[src/insn_decode_consts.vh]
// constants for the instruction format field decoder
// assumes nothing; definitions only
`ifndef INSN_DECODE_CONSTS_VH
`define INSN_DECODE_CONSTS_VH

// ----------------------------------------
// format classes
// ----------------------------------------
`define FMT_ZERO 4'h0
`define FMT_N 4'h1
`define FMT_M 4'h2
`define FMT_NM 4'h3
`define FMT_MD 4'h4
`define FMT_ND4 4'h5
`define FMT_NMD 4'h6
`define FMT_D 4'h7
`define FMT_D12 4'h8
`define FMT_ND8 4'h9
`define FMT_I 4'ha
`define FMT_NI 4'hb

// ----------------------------------------
// operand addressing modes
// ----------------------------------------
`define AM_NONE 4'h0
`define AM_REG 4'h1
`define AM_IND 4'h2
`define AM_PREDEC 4'h3
`define AM_POSTINC 4'h4
`define AM_IDX_FIRST 4'h5
`define AM_DISP_REG 4'h6
`define AM_DISP_GBASE 4'h7
`define AM_IDX_GBASE 4'h8
`define AM_PC_DISP 4'h9
`define AM_PC_REL 4'ha
`define AM_CTRL 4'hb
`define AM_ACCUM 4'hc
`define AM_IMM 4'hd
`define AM_FIRST_GPR 4'he
`define AM_TRAP 4'hf

// ----------------------------------------
// extension kinds for the extend unit
// ----------------------------------------
`define EXT_NONE 3'h0
`define EXT_ZERO4 3'h1
`define EXT_ZERO8 3'h2
`define EXT_SIGN8 3'h3
`define EXT_SIGN12 3'h4

// ----------------------------------------
// operand size scale shifts
// ----------------------------------------
`define SCALE_BYTE 2'h0
`define SCALE_WORD 2'h1
`define SCALE_LONG 2'h2

// ----------------------------------------
// field positions
// ----------------------------------------
`define OPC_HI 15
`define OPC_LO 12
`define DST_HI 11
`define DST_LO 8
`define SRC_HI 7
`define SRC_LO 4
`define LOW_HI 3
`define LOW_LO 0

`endif

[src/operand_extend.v]
// operand extend unit: widens and scales a displacement or immediate
// assumes kind and scale come from the format decoder on the same clock
`timescale 1ns/10ps
module operand_extend (
    // raw field
    input wire [11:0] raw_field,
    // control
    input wire [2:0] ext_kind,
    input wire [1:0] scale_shift,
    // result
    output reg [31:0] ext_value
);
`include "insn_decode_consts.vh"

    reg [31:0] base;

    // ----------------------------------------
    // widen then scale
    // ----------------------------------------
    // combinational; the decoder registers the result
    always @* begin
        case (ext_kind)
            `EXT_ZERO4: base = {28'h0000000, raw_field[3:0]};
            `EXT_ZERO8: base = {24'h000000, raw_field[7:0]};
            `EXT_SIGN8: base = {{24{raw_field[7]}}, raw_field[7:0]};
            `EXT_SIGN12: base = {{20{raw_field[11]}}, raw_field[11:0]};
            default: base = 32'h00000000;
        endcase
        ext_value = base << scale_shift;
    end
endmodule // operand_extend

[src/insn_format_field_decoder.v]
// instruction format field decoder for a 16-bit instruction word
// assumes insn_word comes from the fetch unit on clk_sys, no crossing
//
// Overview of operation
// - format and operation are chosen from the opcode bits, plus bits 7:4 when opcode 0 has low nibble 9
// - field meaning depends on opcode, not on bit position alone
// - single-destination: bits 11:8 register direct or pre-decrement store
// - single-source: bits 11:8 direct, post-increment, jump target or pc-relative
// - two-register: dest 11:8, source 7:4, with their addressing modes
// - multiply-accumulate: source field 7:4 post-increment, dest field 11:8 in accumulator mode
// - 4-bit displacement forms: base 7:4, disp 3:0, first register implicit
// - two-register displacement: dest, source and 4-bit displacement
// - 8-bit displacement: global-base access, address load or conditional branch
// - register with 8-bit displacement: pc-relative load into dest register
// - immediate forms: 8-bit immediate to global-base memory, first register, trap
// - 12-bit branch displacement sign-extended and scaled by two
// - 4-bit displacement zero-extended and scaled by operand size
// - immediate sign-extended for move, add, compare; zero for logic ops
// - trap immediate zero-extended and scaled by four
`timescale 1ns/10ps
module insn_format_field_decoder (
    // clock and reset
    input wire clk_sys,
    input wire rst,
    // instruction from fetch
    input wire insn_valid,
    input wire [15:0] insn_word,
    // decoded fields
    output reg dec_valid_r,
    output reg [3:0] fmt_class_r,
    output reg [3:0] opcode_r,
    output reg [3:0] dest_gpr_r,
    output reg [3:0] src_gpr_r,
    output reg [3:0] dst_mode_r,
    output reg [3:0] src_mode_r,
    output reg [31:0] ext_value_r,
    output reg [1:0] scale_r
);
`include "insn_decode_consts.vh"

    // ----------------------------------------
    // field slices
    // ----------------------------------------
    wire [3:0] opc = insn_word[`OPC_HI:`OPC_LO];
    wire [3:0] fld_n = insn_word[`DST_HI:`DST_LO];
    wire [3:0] fld_m = insn_word[`SRC_HI:`SRC_LO];
    wire [3:0] fld_lo = insn_word[`LOW_HI:`LOW_LO];

    // operand size from the two low bits of a sub-opcode nibble
    function [1:0] size_scale;
        input [1:0] sz;
        begin
            case (sz)
                2'h0: size_scale = `SCALE_BYTE;
                2'h1: size_scale = `SCALE_WORD;
                default: size_scale = `SCALE_LONG;
            endcase
        end
    endfunction

    reg [3:0] fmt_nxt;
    reg [3:0] dest_nxt;
    reg [3:0] src_nxt;
    reg [3:0] dmode_nxt;
    reg [3:0] smode_nxt;
    reg [2:0] ext_kind;
    reg [1:0] scale_nxt;
    wire [31:0] ext_value_nxt;

    // ----------------------------------------
    // format and operand classification
    // ----------------------------------------
    // one flat case on the opcode nibble keeps the path shallow;
    // sub-decode looks at opcode bits, and at operand bits 7:4 only for low nibble 9 under opcode 0
    always @* begin
        fmt_nxt = `FMT_ZERO;
        dest_nxt = 4'h0;
        src_nxt = 4'h0;
        dmode_nxt = `AM_NONE;
        smode_nxt = `AM_NONE;
        ext_kind = `EXT_NONE;
        scale_nxt = `SCALE_BYTE;
        case (opc)
            4'h0: begin
                case (fld_lo)
                    4'h2, 4'h9, 4'ha: begin
                        // low nibble 9 is only a register form with 2 in bits 7:4
                        if (fld_lo != 4'h9 || fld_m == 4'h2) begin
                            fmt_nxt = `FMT_N;
                            dest_nxt = fld_n;
                            dmode_nxt = `AM_REG;
                            smode_nxt = (fld_lo == 4'h9) ? `AM_NONE : `AM_CTRL;
                        end
                    end
                    4'h3: begin
                        fmt_nxt = `FMT_M;
                        src_nxt = fld_n;
                        smode_nxt = `AM_PC_REL;
                    end
                    4'h4, 4'h5, 4'h6, 4'h7: begin
                        fmt_nxt = `FMT_NM;
                        dest_nxt = fld_n;
                        src_nxt = fld_m;
                        smode_nxt = `AM_REG;
                        dmode_nxt = (fld_lo == 4'h7) ? `AM_REG : `AM_IDX_FIRST;
                        scale_nxt = size_scale(fld_lo[1:0]);
                    end
                    4'hc, 4'hd, 4'he: begin
                        fmt_nxt = `FMT_NM;
                        dest_nxt = fld_n;
                        src_nxt = fld_m;
                        smode_nxt = `AM_IDX_FIRST;
                        dmode_nxt = `AM_REG;
                        scale_nxt = size_scale(fld_lo[1:0]);
                    end
                    4'hf: begin
                        fmt_nxt = `FMT_NM;
                        dest_nxt = fld_n;
                        src_nxt = fld_m;
                        smode_nxt = `AM_POSTINC;
                        dmode_nxt = `AM_ACCUM;
                        scale_nxt = `SCALE_LONG;
                    end
                    default: fmt_nxt = `FMT_ZERO;
                endcase
            end
            4'h1, 4'h5: begin
                fmt_nxt = `FMT_NMD;
                dest_nxt = fld_n;
                src_nxt = fld_m;
                dmode_nxt = (opc == 4'h1) ? `AM_DISP_REG : `AM_REG;
                smode_nxt = (opc == 4'h1) ? `AM_REG : `AM_DISP_REG;
                ext_kind = `EXT_ZERO4;
                scale_nxt = `SCALE_LONG;
            end
            4'h2, 4'h3, 4'h6: begin
                fmt_nxt = `FMT_NM;
                dest_nxt = fld_n;
                src_nxt = fld_m;
                dmode_nxt = `AM_REG;
                smode_nxt = `AM_REG;
                if (fld_lo[3:2] == 2'h0 && fld_lo[1:0] != 2'h3) begin
                    scale_nxt = size_scale(fld_lo[1:0]);
                    if (opc == 4'h2)
                        dmode_nxt = `AM_IND;
                    else if (opc == 4'h6)
                        smode_nxt = `AM_IND;
                end else if (fld_lo[3:2] == 2'h1 && fld_lo[1:0] != 2'h3) begin
                    scale_nxt = size_scale(fld_lo[1:0]);
                    if (opc == 4'h2)
                        dmode_nxt = `AM_PREDEC;
                    else if (opc == 4'h6)
                        smode_nxt = `AM_POSTINC;
                end
            end
            4'h4: begin
                case (fld_lo)
                    4'h2, 4'h3: begin
                        fmt_nxt = `FMT_N;
                        dest_nxt = fld_n;
                        dmode_nxt = `AM_PREDEC;
                        smode_nxt = `AM_CTRL;
                        scale_nxt = `SCALE_LONG;
                    end
                    4'h6, 4'h7: begin
                        fmt_nxt = `FMT_M;
                        src_nxt = fld_n;
                        smode_nxt = `AM_POSTINC;
                        dmode_nxt = `AM_CTRL;
                        scale_nxt = `SCALE_LONG;
                    end
                    4'ha, 4'he: begin
                        fmt_nxt = `FMT_M;
                        src_nxt = fld_n;
                        smode_nxt = `AM_REG;
                        dmode_nxt = `AM_CTRL;
                    end
                    4'hb: begin
                        fmt_nxt = `FMT_M;
                        src_nxt = fld_n;
                        smode_nxt = `AM_IND;
                    end
                    4'hf: begin
                        fmt_nxt = `FMT_NM;
                        dest_nxt = fld_n;
                        src_nxt = fld_m;
                        smode_nxt = `AM_POSTINC;
                        dmode_nxt = `AM_ACCUM;
                        scale_nxt = `SCALE_WORD;
                    end
                    default: begin
                        fmt_nxt = `FMT_N;
                        dest_nxt = fld_n;
                        dmode_nxt = `AM_REG;
                    end
                endcase
            end
            4'h7, 4'he: begin
                fmt_nxt = `FMT_NI;
                dest_nxt = fld_n;
                dmode_nxt = `AM_REG;
                smode_nxt = `AM_IMM;
                ext_kind = `EXT_SIGN8;
            end
            4'h8: begin
                case (fld_n)
                    4'h0, 4'h1: begin
                        fmt_nxt = `FMT_ND4;
                        dest_nxt = fld_m;
                        smode_nxt = `AM_FIRST_GPR;
                        dmode_nxt = `AM_DISP_REG;
                        ext_kind = `EXT_ZERO4;
                        scale_nxt = size_scale(fld_n[1:0]);
                    end
                    4'h4, 4'h5: begin
                        fmt_nxt = `FMT_MD;
                        src_nxt = fld_m;
                        smode_nxt = `AM_DISP_REG;
                        dmode_nxt = `AM_FIRST_GPR;
                        ext_kind = `EXT_ZERO4;
                        scale_nxt = size_scale(fld_n[1:0]);
                    end
                    4'h8: begin
                        fmt_nxt = `FMT_I;
                        smode_nxt = `AM_IMM;
                        dmode_nxt = `AM_FIRST_GPR;
                        ext_kind = `EXT_SIGN8;
                    end
                    default: begin
                        fmt_nxt = `FMT_D;
                        dmode_nxt = `AM_PC_REL;
                        ext_kind = `EXT_SIGN8;
                        scale_nxt = `SCALE_WORD;
                    end
                endcase
            end
            4'h9, 4'hd: begin
                fmt_nxt = `FMT_ND8;
                dest_nxt = fld_n;
                dmode_nxt = `AM_REG;
                smode_nxt = `AM_PC_DISP;
                ext_kind = `EXT_ZERO8;
                scale_nxt = (opc == 4'h9) ? `SCALE_WORD : `SCALE_LONG;
            end
            4'ha, 4'hb: begin
                fmt_nxt = `FMT_D12;
                dmode_nxt = `AM_PC_REL;
                ext_kind = `EXT_SIGN12;
                scale_nxt = `SCALE_WORD;
            end
            4'hc: begin
                case (fld_n)
                    4'h0, 4'h1, 4'h2: begin
                        fmt_nxt = `FMT_D;
                        smode_nxt = `AM_FIRST_GPR;
                        dmode_nxt = `AM_DISP_GBASE;
                        ext_kind = `EXT_ZERO8;
                        scale_nxt = size_scale(fld_n[1:0]);
                    end
                    4'h4, 4'h5, 4'h6: begin
                        fmt_nxt = `FMT_D;
                        smode_nxt = `AM_DISP_GBASE;
                        dmode_nxt = `AM_FIRST_GPR;
                        ext_kind = `EXT_ZERO8;
                        scale_nxt = size_scale(fld_n[1:0]);
                    end
                    4'h3: begin
                        fmt_nxt = `FMT_I;
                        smode_nxt = `AM_IMM;
                        dmode_nxt = `AM_TRAP;
                        ext_kind = `EXT_ZERO8;
                        scale_nxt = `SCALE_LONG;
                    end
                    4'h7: begin
                        fmt_nxt = `FMT_D;
                        smode_nxt = `AM_PC_DISP;
                        dmode_nxt = `AM_FIRST_GPR;
                        ext_kind = `EXT_ZERO8;
                        scale_nxt = `SCALE_LONG;
                    end
                    4'h8, 4'h9, 4'ha, 4'hb: begin
                        fmt_nxt = `FMT_I;
                        smode_nxt = `AM_IMM;
                        dmode_nxt = `AM_FIRST_GPR;
                        ext_kind = `EXT_ZERO8;
                    end
                    default: begin
                        fmt_nxt = `FMT_I;
                        smode_nxt = `AM_IMM;
                        dmode_nxt = `AM_IDX_GBASE;
                        ext_kind = `EXT_ZERO8;
                    end
                endcase
            end
            default: begin
                fmt_nxt = `FMT_N;
                dest_nxt = fld_n;
                dmode_nxt = `AM_REG;
            end
        endcase
    end

    // ----------------------------------------
    // extension and scaling
    // ----------------------------------------
    operand_extend u_extend (
        .raw_field(insn_word[11:0]),
        .ext_kind(ext_kind),
        .scale_shift(scale_nxt),
        .ext_value(ext_value_nxt)
    );

    // ----------------------------------------
    // output registers
    // ----------------------------------------
    // fields hold their last value when no word arrives
    always @(posedge clk_sys) begin
        if (rst) begin
            dec_valid_r <= 1'b0;
            fmt_class_r <= `FMT_ZERO;
            opcode_r <= 4'h0;
            dest_gpr_r <= 4'h0;
            src_gpr_r <= 4'h0;
            dst_mode_r <= `AM_NONE;
            src_mode_r <= `AM_NONE;
            ext_value_r <= 32'h00000000;
            scale_r <= `SCALE_BYTE;
        end else begin
            dec_valid_r <= insn_valid;
            if (insn_valid) begin
                fmt_class_r <= fmt_nxt;
                opcode_r <= opc;
                dest_gpr_r <= dest_nxt;
                src_gpr_r <= src_nxt;
                dst_mode_r <= dmode_nxt;
                src_mode_r <= smode_nxt;
                ext_value_r <= ext_value_nxt;
                scale_r <= scale_nxt;
            end
        end
    end
endmodule // insn_format_field_decoder

[config.mk]
export PLATFORM = sky130hd
export DESIGN_NAME = insn_format_field_decoder
export DESIGN_NICKNAME = d
export VERILOG_FILES = /design/src/operand_extend.v /design/src/insn_format_field_decoder.v
export VERILOG_INCLUDE_DIRS = /design/src
export SDC_FILE = /design/constraint.sdc
export NUM_CORES = 1
export LEC_CHECK = 0
export BUFFER_PORTS_ARGS = -buffer_cell sky130_fd_sc_hd__buf_2
export CAP_MARGIN = 20
export CORE_MARGIN = 5
export CORE_UTILIZATION = 35
export DETAILED_ROUTE_END_ITERATION = 16
export GPL_ROUTABILITY_DRIVEN = 0
export GPL_TIMING_DRIVEN = 0
export PLACE_DENSITY = 0.67
export SETUP_SLACK_MARGIN = 0.02
export SLEW_MARGIN = 0
export SYNTH_ARGS = -nofsm -noshare
export SYNTH_HDL_FRONTEND = slang
export SYNTH_SLANG_ARGS = --single-unit
[constraint.sdc]
create_clock -name clk_sys -period 5.2 [get_ports clk_sys]
set_input_delay 1.04 -clock clk_sys [delete_from_list [all_inputs] [get_ports clk_sys]]
set_output_delay 1.04 -clock clk_sys [all_outputs]
set_load 0.005 [all_outputs]
* Yosys cells after proc, flatten, opt, wreduce, memory -nomap -nowiden
Cells that the tools add are included.
** Storage, ports and cells
- Output and inout bits :: 59
- Register bits after elaboration :: 59
- Bits in writable memories :: 0
- Bits in read-only memories :: 0
- Latch bits :: 0
- Logic and storage cells :: 148
- Memories :: 0
** Operators by class
- Reductions and logical operators :: 37
- Divide/modulo/power cells :: 0
- Equal/unequal tests :: 48
- $lt $le $gt $ge :: 0
- Bitwise operators :: 0
- Shift operators :: 1
- $mul :: 0
- $add $sub $neg :: 0
- Muxes and demuxes :: 53
** Operator list (count)
- $pmux 32 s4 :: 1
- $pmux 4 s4 :: 5
- $eq 4x4->1 const B :: 18
- $pmux 4 s3 :: 5
- $eq 4x3->1 const B :: 12
- $mux 4 :: 9
- $pmux 4 s9 :: 1
- $pmux 4 s2 :: 4
- $pmux 4 s8 :: 1
- $shl 32x2->32 :: 1
- $eq 4x2->1 const B :: 7
- $pmux 2 s2 :: 7
- $pmux 4 s7 :: 1
- $reduce_or 3->1 :: 9
- $pmux 4 s5 :: 1
- $mux 2 :: 9
- $mux 3 :: 6
- $reduce_or 2->1 :: 9
- $pmux 2 s8 :: 1
- $reduce_or 4->1 :: 4
- $reduce_or 8->1 :: 2
- $pmux 3 s5 :: 1
- $reduce_or 7->1 :: 2
- $reduce_or 5->1 :: 2
- 13 further kinds :: 21

* Depth between registers and ports, before layout
Gate-level depths: netlist of run 1.
- Depth in word-level cells :: 7
- Depth in mapped cells :: 9

* By module
Synthesis of run 1 repeated with hierarchy kept, for this count alone.
** Unflattened totals
- Cells, all modules :: 485
- Area total of the unflattened synthesis :: 3908.7 µm²
** By module, submodules not included
- insn_format_field_decoder :: cells an instance 404, sequential area each 1181.1 µm², instances 1, area an instance 3305.7 µm²
- operand_extend :: cells an instance 81, sequential area each 0.0 µm², instances 1, area an instance 603.1 µm²

* Worst setup path after synthesis of run 1
OpenSTA, ideal clock, no wires.
- Path type :: input to register
- Start :: input port insn_word[13]
- End :: register ext_value_r[4]
- Stages :: 8
- Slack :: 2479 ps
- Library setup time :: 117 ps
- Data arrival time :: 2604 ps
- Required time :: 5083 ps
- Path through :: buf_2 -> nor4_4 -> a32oi_1 -> o311ai_2 -> buf_6 -> mux2_4 -> a32oi_1 -> nand2_1
** Between the ends
- Longest elaborated chain between the ends :: 6
- Elaborated cells on any way between the ends :: 30
- Classes of those cells :: 18 x eq/ne; 1 x shift; 4 x mux; 7 x reduce/logical
** RTL lines
- start, declared :: RTL line insn_format_field_decoder.v:27 : input wire [15:0] insn_word,
- $eq 4x4->1, or another cell as far along :: RTL line insn_format_field_decoder.v:83, insn_format_field_decoder.v:243
- $reduce_or 3->1 (no line) / $reduce_or 2->1 (equally long branches)
- $pmux 3 s5 :: RTL line insn_format_field_decoder.v:83 : case (opc)
- $eq 3x3->1, or another cell as far along :: RTL line operand_extend.v:22 : case (ext_kind)
- $pmux 32 s4 :: RTL line operand_extend.v:22
- $shl 32x2->32 * :: RTL line operand_extend.v:29 : ext_value = base << scale_shift;
- end signal, assigned :: RTL line insn_format_field_decoder.v:337 : ext_value_r <= ext_value_nxt;
- end, declared :: RTL line insn_format_field_decoder.v:36 : output reg [31:0] ext_value_r,
Every way passes the cells marked *; elsewhere a longest branch is shown, timed or not.
A chain may end at the register's enable or synchronous reset.

* Final worst setup path of run 1
- Start :: input port insn_word[15]
- End :: register ext_value_r[4]
Same word-level chain as after synthesis.

==> flow_metrics.env, run 1 <==
export IMPL_slowest_stage="nor4b_2"
export IMPL_utilization_pct=43.4
export IMPL_worst_setup_hold_path_clk_slew_ns=0.07
export IMPL_insertion_delay_ns=0.29
export IMPL_fmax_mhz=340
export IMPL_cp_common_cell="a32oi_1"
export IMPL_rows=33
export IMPL_yosysWarnings=0
export IMPL_period_share_pct=56.5
export IMPL_synth_edff_count=0
export IMPL_die_w_um=102
export IMPL_p_leak_nw=1.58
export IMPL_dp_cells=578
export IMPL_p_int_uw=562
export IMPL_finalNonFillerCells=586
export IMPL_num_vias=3513
export IMPL_cts_tree="done"
export IMPL_period_minus_slack_ns=2.94
export IMPL_yosys_most_used_dff="dfxtp_1"
export IMPL_drt_total_wl_um=10200
export IMPL_core_area_um2=8260
export IMPL_fin_hold_ws_ns=0.441
export IMPL_met1_length_um=4100
export IMPL_synth_avg_cell_area_um2=7.45
export IMPL_wl_met3_um=1400
export IMPL_switching_share_pct=30.5
export IMPL_start_kind="input port"
export IMPL_endpoint_kind="flip-flop"
export IMPL_drc=0
export IMPL_tightestPinTransition_ns=0.806
export IMPL_track_usage_pct=18.9
export IMPL_antenna_cells=0
export IMPL_drive_above_1_share_pct=24.7
export IMPL_cts_root_buffer="clkbuf_8"
export IMPL_placed_area_um2=3480
export IMPL_htree_levels=2
export IMPL_viasPerCell=5.99
export IMPL_io_buffers=73
export IMPL_io_pins=78
export IMPL_antenna_found_initial=0
export IMPL_setup_viol_count_final=0
export IMPL_synth_cell_type_count=68
export IMPL_design_area_um2=3590
export IMPL_rsz0062_at_grt="no"
export IMPL_path_class="in -> reg"
export IMPL_finalHoldViolCount=0
export IMPL_grt_max_degree=20
export IMPL_nets=499
export IMPL_critPathArrivalTime_ns=3.12
export IMPL_fin_tns_setup_ns=0
export IMPL_synthesis_nets=419
export IMPL_slew_headroom_pct=46.1
export IMPL_holdCritStartpoint="ext_value_r[4]"
export IMPL_routed_top_layer="met4"
export IMPL_path_cells="buf_2 -> nor4b_2 -> a32oi_1 -> o311ai_2 -> buf_6 -> mux2_4 -> a32oi_1 -> nand2_1"
export IMPL_dr_wl_met2_um=4240
export IMPL_p_comb_share_pct=25.7
export IMPL_p_sw_uw=247
export IMPL_ir_drop_mv=0.158
export IMPL_grt_pass1_vias=3135
export IMPL_finClkSkew_ns=0
export IMPL_min_path_type="reg -> reg"
export IMPL_required_ns=5.38
export IMPL_slew_violations=0
export IMPL_async_flop_share_pct=0
export IMPL_reg2reg_from="ext_value_r[30]"
export IMPL_clockPowerShare_pct=31.2
export IMPL_wire_per_inst_um=17.4
export IMPL_ctsHoldBuffers=0
export IMPL_syn2layout_area_growth_pct=20.4
export IMPL_syn_inst=400
export IMPL_seq_power_share_pct=43.0
export IMPL_grt_pass1_wl_um=16000
export IMPL_numCtsBuffers=5
export IMPL_max_cap_viol_count=0
export IMPL_ant_nets=0
export IMPL_drtIter0Drc=504
export IMPL_start_util_pct=36.1
export IMPL_cpPeakStageDelay_ns=0.74
export IMPL_dp_hpwl_um=7870
export IMPL_ys_ff_latch=42
export IMPL_die_h_um=102
export IMPL_startpoint="insn_word[15]"
export IMPL_numClockSinks=42
export IMPL_die_area_um2=10500
export IMPL_synth_area_um2=2980
export IMPL_clock_path_buffers=2
export IMPL_powerDensity_nw_per_um2=225
export IMPL_cts_resized=0
export IMPL_cp_max_fo=10
export IMPL_overflow=0
export IMPL_status="completed"
export IMPL_drtPass1Iterations=6
export IMPL_postCtsSetupBuffers=0
export IMPL_ys_seq_area_share_pct=28.2
worst paths after layout:
| kind | endpoint | slack (ns) | cells past startpoint |
|---|---|---|---|
| hold / removal | ext_value_r[4] | 0.44 | 2 |
| hold reg to reg | ext_value_r[4] | 0.44 | 2 |
| setup / recovery | ext_value_r[4] | 2.26 | 8 |
| setup reg to reg | ext_value_r[30] | 4.23 | 2 |
state kept, by name, summed over array words and instances, names as in the netlist:
register and cells:
opcode_r 4, src_gpr_r 4, dst_mode_r 4, scale_r 2
fmt_class_r 4, dest_gpr_r 4, dec_valid_r 1, ext_value_r 15
src_mode_r 4
power groups by stage:
| stage | Sequential (mW) | Combinational, mW | Clock (mW) |
|---|---|---|---|
| 2_1_floorplan | 0.356 | 0.131 | 0 |
| 3_3_place_gp | 0.355 | 0.200 | 0 |
| 3_5_place_dp | 0.356 | 0.202 | 0 |
| 4_1_cts | 0.348 | 0.203 | 0.258 |
| 5_1_grt | 0.350 | 0.227 | 0.274 |
| 6_report | 0.348 | 0.208 | 0.253 |
stage by stage:
| step | setup WS, ns | power, mW |
|---|---|---|
| floorplan | 2.48 | 0.487 |
| global placement | 2.08 | 0.555 |
| detailed placement | 2.05 | 0.558 |
| CTS | 2.35 | 0.809 |
| global route | 2.15 | 0.852 |
| finish | 2.26 | 0.808 |
critical path: cells and delay by family:
kind,cells,cell delay (ns)
compound gates,3,0.59
mux,1,0.32
buf+inv,2,0.35
simple gates,2,0.81
cell usage in the layout, fill, tap and decap left out, types with 13 or more instances in the layout:
cell      instances
buf_4            18
nor2_1           58
dfxtp_1          42
nand2_1          39
buf_2            80
o21ai_0          17
clkbuf_1         25
a21oi_1          28
a22oi_1          17
nand3_1          13
metal layers:
metal	vias up	global-route usage, %
li1	1614	-
met1	1553	25.7
met2	290	29.0
met3	56	5.19
met4	0	6.36
met5	-	0
layout make-up:
cell class | count | area [µm²]
Multi-Input combinational cell | 297 | 1830
Clock buffer | 6 | 72.6
Fill cell | 884 | 4670
Tap cell | 105 | 131
Timing Repair Buffer | 73 | 365
Sequential cell | 42 | 841
Buffer | 53 | 283
Inverter | 8 | 30.0
Clock inverter | 2 | 37.5
kinds of logic after synthesis:
group | Yosys count | synth area share, %
AND/OR/NAND/NOR | 160 | 27.0
AO/OA/AOI/OAI | 124 | 29.8
buffers and inverters | 61 | 10.5
flip-flops | 42 | 28.2
multiplexers | 13 | 4.53
synthesized netlist by cell type, types with 2 or more instances:
cell type	number	area (µm²)
nor2_1	58	218
dfxtp_1	42	841
nand2_1	39	146
a21oi_1	28	140
clkbuf_1	24	90.1
buf_4	18	135
a22oi_1	17	128
o21ai_0	17	85.1
nand3_1	13	65.1
mux2i_1	12	120
nor3_1	9	45.0
inv_1	8	30.0
a2bb2oi_1	7	61.3
buf_2	7	35.0
nor2b_1	6	37.5
a221oi_1	4	35.0
a32oi_1	4	35.0
and2_1	4	25.0
nand2b_1	4	25.0
nand4_1	4	25.0
o22ai_1	4	25.0
o31ai_1	4	30.0
and3_1	3	18.8
buf_1	3	11.3
o2111ai_1	3	26.3
or4b_1	3	30.0
a211oi_1	2	15.0
a21boi_0	2	15.0
a21o_1	2	15.0
a221o_1	2	20.0
a221oi_2	2	30.0
a31oi_1	2	12.5
a41oi_1	2	17.5
nand3b_1	2	15.0
o21ai_1	2	10.0
o21bai_1	2	15.0
o221ai_1	2	17.5
o311ai_0	2	17.5
or2_2	2	12.5
Power figures use the tool's default switching activity.
==> run 2, diff against run 1 <==
- ABC_AREA: unset -> 1
- PLACE_DENSITY: 0.67 -> 0.69
- clock period: 5.2 -> 2.5 ns (I/O delays scaled with it)
==> flow_metrics.env, run 2 <==
export IMPL_syn2layout_area_growth_pct=20.6
export IMPL_endpoint_kind="flip-flop"
export IMPL_start_util_pct=36.4
export IMPL_antenna_cells=0
export IMPL_clock_path_buffers=2
export IMPL_finClkSkew_ns=0
export IMPL_synth_area_leaders="dfxtp_1 30%, nand2_1 20%, a21oi_1 7.7%, nand3_1 7.4%, nor2_1 5.9%"
export IMPL_grt_pass1_vias=3072
export IMPL_syn_inst=471
export IMPL_drc=0
export IMPL_yosys_most_used_dff="dfxtp_1"
export IMPL_largest_reg_flops=15
export IMPL_tightestPinTransition_ns=0.550
export IMPL_num_vias=3369
export IMPL_htree_levels=2
export IMPL_finalHoldViolCount=0
export IMPL_synth_edff_count=0
export IMPL_placed_area_um2=3340
export IMPL_rsz0062_at_grt="no"
export IMPL_worstHoldPathCells=2
export IMPL_reg2reg_from="ext_value_r[30]"
export IMPL_wire_per_inst_um=13.9
export IMPL_drt_total_wl_um=9120
export IMPL_yosysWarnings=0
export IMPL_start_kind="input port"
export IMPL_worst_setup_hold_path_clk_slew_ns=0.08
export IMPL_slew_violations=0
export IMPL_postCtsSetupBuffers=0
export IMPL_required_ns=2.75
export IMPL_grt_pass1_wl_um=14700
export IMPL_synthesis_nets=490
export IMPL_core_area_um2=7810
export IMPL_slew_headroom_pct=63.0
export IMPL_fin_tns_setup_ns=0
export IMPL_period_minus_slack_ns=1.91
export IMPL_min_path_type="reg -> reg"
export IMPL_powerDensity_nw_per_um2=453
export IMPL_status="completed"
export IMPL_finalNonFillerCells=655
export IMPL_ir_drop_mv=0.283
export IMPL_yosys_area_top_type_share_pct=29.6
export IMPL_final_cell_mix="148 x nand2_1, 75 x buf_2, 45 x nor2_1"
export IMPL_r2r_end="ext_value_r[30]"
export IMPL_ant_nets=0
export IMPL_ys_seq_area_share_pct=29.6
export IMPL_utilization_pct=43.9
export IMPL_numClockSinks=42
export IMPL_cts_root_buffer="clkbuf_8"
export IMPL_io_buffers=74
export IMPL_synthTopCellsByCount="148 x nand2_1, 45 x nor2_1, 44 x a21oi_1"
export IMPL_rows=32
export IMPL_yosysMostFrequentCell="nand2_1"
export IMPL_p_leak_nw=1.80
export IMPL_largest_register="ext_value_r"
export IMPL_grt_max_degree=20
export IMPL_synth_avg_cell_area_um2=6.04
export IMPL_drive_above_1_share_pct=22.8
export IMPL_viasPerCell=5.14
export IMPL_ys_ff_latch=42
export IMPL_async_flop_share_pct=0
export IMPL_design_area_um2=3430
export IMPL_r2r_slack_ns=1.52
export IMPL_r2r_cells=4
export IMPL_dp_cells=647
export IMPL_final_common_cell="nand2_1"
export IMPL_cts_tree="done"
export IMPL_die_h_um=100
export IMPL_drtPass1Iterations=6
export IMPL_synth_area_um2=2840
export IMPL_fmax_mhz=524
export IMPL_fin_hold_ws_ns=0.467
export IMPL_nets=571
export IMPL_insertion_delay_ns=0.29
export IMPL_hold_end="dst_mode_r[2]"
export IMPL_period_share_pct=76.3
export IMPL_max_cap_viol_count=0
export IMPL_track_usage_pct=17.8
export IMPL_setup_viol_count_final=0
export IMPL_antenna_found_initial=0
export IMPL_cp_max_fo=6
export IMPL_overflow=0
export IMPL_ctsHoldBuffers=0
export IMPL_critPathArrivalTime_ns=2.15
export IMPL_holdCritStartpoint="dst_mode_r[2]"
export IMPL_drtIter0Drc=464
export IMPL_dp_hpwl_um=7500
export IMPL_numCtsBuffers=5
export IMPL_cts_resized=0
export IMPL_die_area_um2=10000
export IMPL_die_w_um=100
export IMPL_path_class="in -> reg"
export IMPL_io_pins=78
export IMPL_synth_cell_type_count=34
export IMPL_yosys_area_top_type="dfxtp_1"
-- run 2: cell count changes in the layout (fill, tap and decap cells not counted), moves of 5 or more --
cell,before,now
clkbuf_1,25,10
nor2_1,58,45
o21ai_0,17,31
a2bb2oi_1,7,0
nand3_1,13,42
buf_2,80,75
nor2_2,0,8
a22oi_1,17,1
nand2_1,39,148
mux2i_1,12,0
nor2b_1,6,0
a21oi_1,28,44
inv_1,8,37
-- run 2: cell families after synthesis --
logic type | count (synthesis) | share of synthesized area [%]
AND/OR/NAND/NOR | 265 | 40.4
AO/OA/AOI/OAI | 91 | 17.6
buffers and inverters | 73 | 12.4
flip-flops | 42 | 29.6
-- run 2: layer usage --
| layer | routed length (µm) | GRT usage [%] |
|---|---|---|
| met1 | 4020 | 24.6 |
| met2 | 3930 | 26.8 |
| met3 | 968 | 5.14 |
| met4 | 200 | 5.60 |
| met5 | 0 | 0 |
-- run 2: per-stage QoR --
stage          total power, mW  worst slack, ns
6_report                  1.55            0.593
5_1_grt                   1.65            0.447
4_1_cts                   1.56            0.648
3_5_place_dp              1.14            0.351
3_3_place_gp              1.13            0.361
2_1_floorplan            0.992            0.744
-- run 2: worst max-delay path, stage by stage --
cell,delay (ns)
buf_2,0.13
inv_1,0.11
nand2_1,0.13
nor2_1,0.39
inv_1,0.19
nand3_1,0.21
nand2_1,0.11
nand2_1,0.10
nand3_1,0.10
nand3_1,0.08
nand2_1,0.05
inv_1,0.04
-- run 2: how the worst max path moves through the flow --
stage / start / endpoint / slack, ns / depth (start not counted)
finish: insn_word[14] / ext_value_r[5] / 0.59 / 12
floorplan: insn_word[11] / ext_value_r[6] / 0.74 / 14
CTS: insn_word[2] / dest_gpr_r[3] / 0.65 / 10
detailed placement: insn_word[2] / dest_gpr_r[3] / 0.35 / 10
global route: insn_word[11] / ext_value_r[7] / 0.45 / 14
global placement: insn_word[11] / ext_value_r[6] / 0.36 / 14
-- run 2: cell type report --
| type | count | area (µm²) |
|---|---|---|
| Sequential cell | 42 | 841 |
| Fill cell | 868 | 4380 |
| Inverter | 42 | 158 |
| Timing Repair Buffer | 74 | 370 |
| Tap cell | 102 | 128 |
| Clock buffer | 6 | 72.6 |
| Multi-Input combinational cell | 356 | 1650 |
| Clock inverter | 2 | 13.8 |
| Buffer | 31 | 194 |
-- run 2: report_power, final --
| group | total (mW) | switching [mW] | internal, mW |
|---|---|---|---|
| Combinational | 0.397 | 0.257 | 0.141 |
| Clock | 0.427 | 0.230 | 0.197 |
| Sequential | 0.729 | 0.0206 | 0.709 |
==> run 3, diff against run 2 <==
- PLACE_DENSITY: 0.69 -> 0.67
- clock period: 2.5 -> 1.79 ns (I/O delays scaled with it)
==> flow_metrics.env, run 3 (synthesis results as in run 2) <==
export IMPL_status="completed"
export IMPL_syn2layout_area_growth_pct=22.4
export IMPL_p_leak_nw=1.81
export IMPL_wire_per_inst_um=14.0
export IMPL_r2r_cells=4
export IMPL_htree_levels=2
export IMPL_design_area_um2=3480
export IMPL_hold_end="dest_gpr_r[1]"
export IMPL_dp_cells=647
export IMPL_antenna_cells=0
export IMPL_cts_root_buffer="clkbuf_8"
export IMPL_drt_total_wl_um=9170
export IMPL_viasPerCell=5.08
export IMPL_nFillCells=865
export IMPL_period_minus_slack_ns=1.70
export IMPL_cts_tree="done"
export IMPL_rsz0062_at_grt="no"
export IMPL_period_share_pct=94.7
export IMPL_slowest_stage="nor2_2"
export IMPL_drtIter0Drc=447
export IMPL_largest_register="ext_value_r"
export IMPL_fin_tns_setup_ns=0
export IMPL_clockPowerShare_pct=28.4
export IMPL_worst_path_buf_inv=3
export IMPL_power_mw=2.21
export IMPL_ant_nets=0
export IMPL_placed_area_um2=3340
export IMPL_switching_share_pct=32.2
export IMPL_endpoint_kind="flip-flop"
export IMPL_worstHoldPathCells=3
export IMPL_track_usage_pct=17.4
export IMPL_crit_cells=13
export IMPL_reg2reg_from="ext_value_r[30]"
export IMPL_fmax_mhz=590
export IMPL_max_cap_viol_count=0
export IMPL_cp_max_fo=7
export IMPL_drive_above_1_share_pct=24.4
export IMPL_antenna_found_initial=0
export IMPL_final_cell_mix="148 x nand2_1, 75 x buf_2, 43 x a21oi_1"
export IMPL_io_pins=78
export IMPL_p_sw_uw=712
export IMPL_cp_top_family="simple AND/OR/NAND/NOR gates"
export IMPL_start_util_pct=36.4
export IMPL_drtPass1Iterations=5
export IMPL_num_vias=3332
export IMPL_setup_viol_count_final=0
export IMPL_die_h_um=100
export IMPL_finalHoldViolCount=0
export IMPL_grt_max_degree=20
export IMPL_nets=572
export IMPL_cpPeakStageDelay_ns=0.30
export IMPL_ir_drop_mv=0.391
export IMPL_overflow=0
export IMPL_tightestPinTransition_ns=0.545
export IMPL_finalNonFillerCells=656
export IMPL_die_area_um2=10000
export IMPL_die_w_um=100
export IMPL_grt_pass1_wl_um=14200
export IMPL_drc=0
export IMPL_r2r_slack_ns=0.80
export IMPL_slew_headroom_pct=63.6
export IMPL_io_buffers=74
export IMPL_start_kind="input port"
export IMPL_path_class="in -> reg"
export IMPL_largest_reg_flops=15
export IMPL_rows=32
export IMPL_numClockSinks=42
export IMPL_insertion_delay_ns=0.29
export IMPL_numCtsBuffers=5
export IMPL_powerDensity_nw_per_um2=636
export IMPL_seq_power_share_pct=46.0
export IMPL_r2r_end="ext_value_r[30]"
export IMPL_slew_violations=0
export IMPL_cp_common_cell="nand2_1"
export IMPL_dp_hpwl_um=7470
export IMPL_finClkSkew_ns=0
export IMPL_core_area_um2=7810
export IMPL_holdCritStartpoint="insn_word[9]"
export IMPL_final_common_cell="nand2_1"
export IMPL_worst_setup_hold_path_clk_slew_ns=0.08
export IMPL_clock_path_buffers=2
export IMPL_required_ns=2.03
export IMPL_critPathArrivalTime_ns=1.94
export IMPL_grt_pass1_vias=3018
export IMPL_path_cells="buf_2 -> nand2_1 -> nor2_2 -> inv_1 -> nor2_1 -> nor2_1 -> nand2_1 -> nor2_4 -> nand2_1 -> nand3_1 -> nand3_1 -> nand2_1 -> inv_1"
export IMPL_p_int_mw=1.50
export IMPL_p_comb_share_pct=25.6
export IMPL_min_path_type="in -> reg"
-- run 3: timing repair --
| item | 4_1_cts | 5_1_grt |
|---|---|---|
| hold buffers | 0 | 0 |
| buffers inserted | 0 | 1 |
| gates resized for setup | 0 | 12 |
| setup endpoints to repair | 0 | 17 |
-- run 3: worst register-to-register path, delay by kind of cell, from the launching register on --
kind,cells,cell delay [ns]
flops,1,0.67
simple gates,3,0.23
buf+inv,1,0.04
-- run 3: area by class of cell --
type / count / area (µm²) / share of cell area, %
multi-input cells: 356 / 1680 / 48.3
flip-flops and latches: 42 / 841 / 24.2
repair buffers: 75 / 378 / 10.9
plain buffers: 31 / 194 / 5.58
inverters: 42 / 161 / 4.64
well taps: 102 / 128 / 3.67
clock buffers: 6 / 82.6 / 2.37
clock inverters: 2 / 12.5 / 0.360
-- run 3: layer usage --
layer	GRT usage [%]	wire length, µm
met1	24.2	4140
met2	26.8	4010
met3	4.10	843
met4	4.56	179
met5	0	0
-- run 3: how the worst max path moves through the flow --
| stage | from | to |
|---|---|---|
| after global routing | insn_word[2] | dest_gpr_r[2] |
| final | insn_word[1] | ext_value_r[6] |
| after floorplan | insn_word[11] | ext_value_r[6] |
| after global placement | insn_word[2] | dest_gpr_r[0] |
| after detailed placement | insn_word[11] | ext_value_r[7] |
| after CTS | insn_word[2] | dest_gpr_r[3] |
-- run 3: power groups by stage --
stage,combinational (mW),sequential [mW],clock [mW]
CTS,0.551,1.02,0.645
finish,0.567,1.02,0.628
floorplan,0.340,1.05,0
detailed placement,0.547,1.04,0
global placement,0.545,1.04,0
global route,0.630,1.03,0.688
-- run 3: per-stage QoR --
stage | utilization (%) | hold slack [ns] | setup WS, ns
after floorplan | - | 0.462 | 0.176
after global placement | 42.8 | 0.452 | -0.260
after detailed placement | 42.8 | 0.457 | -0.238
after CTS | 44.0 | 0.374 | 0.0685
after global routing | 44.6 | 0.393 | 0.0226
final | 44.6 | 0.385 | 0.0947
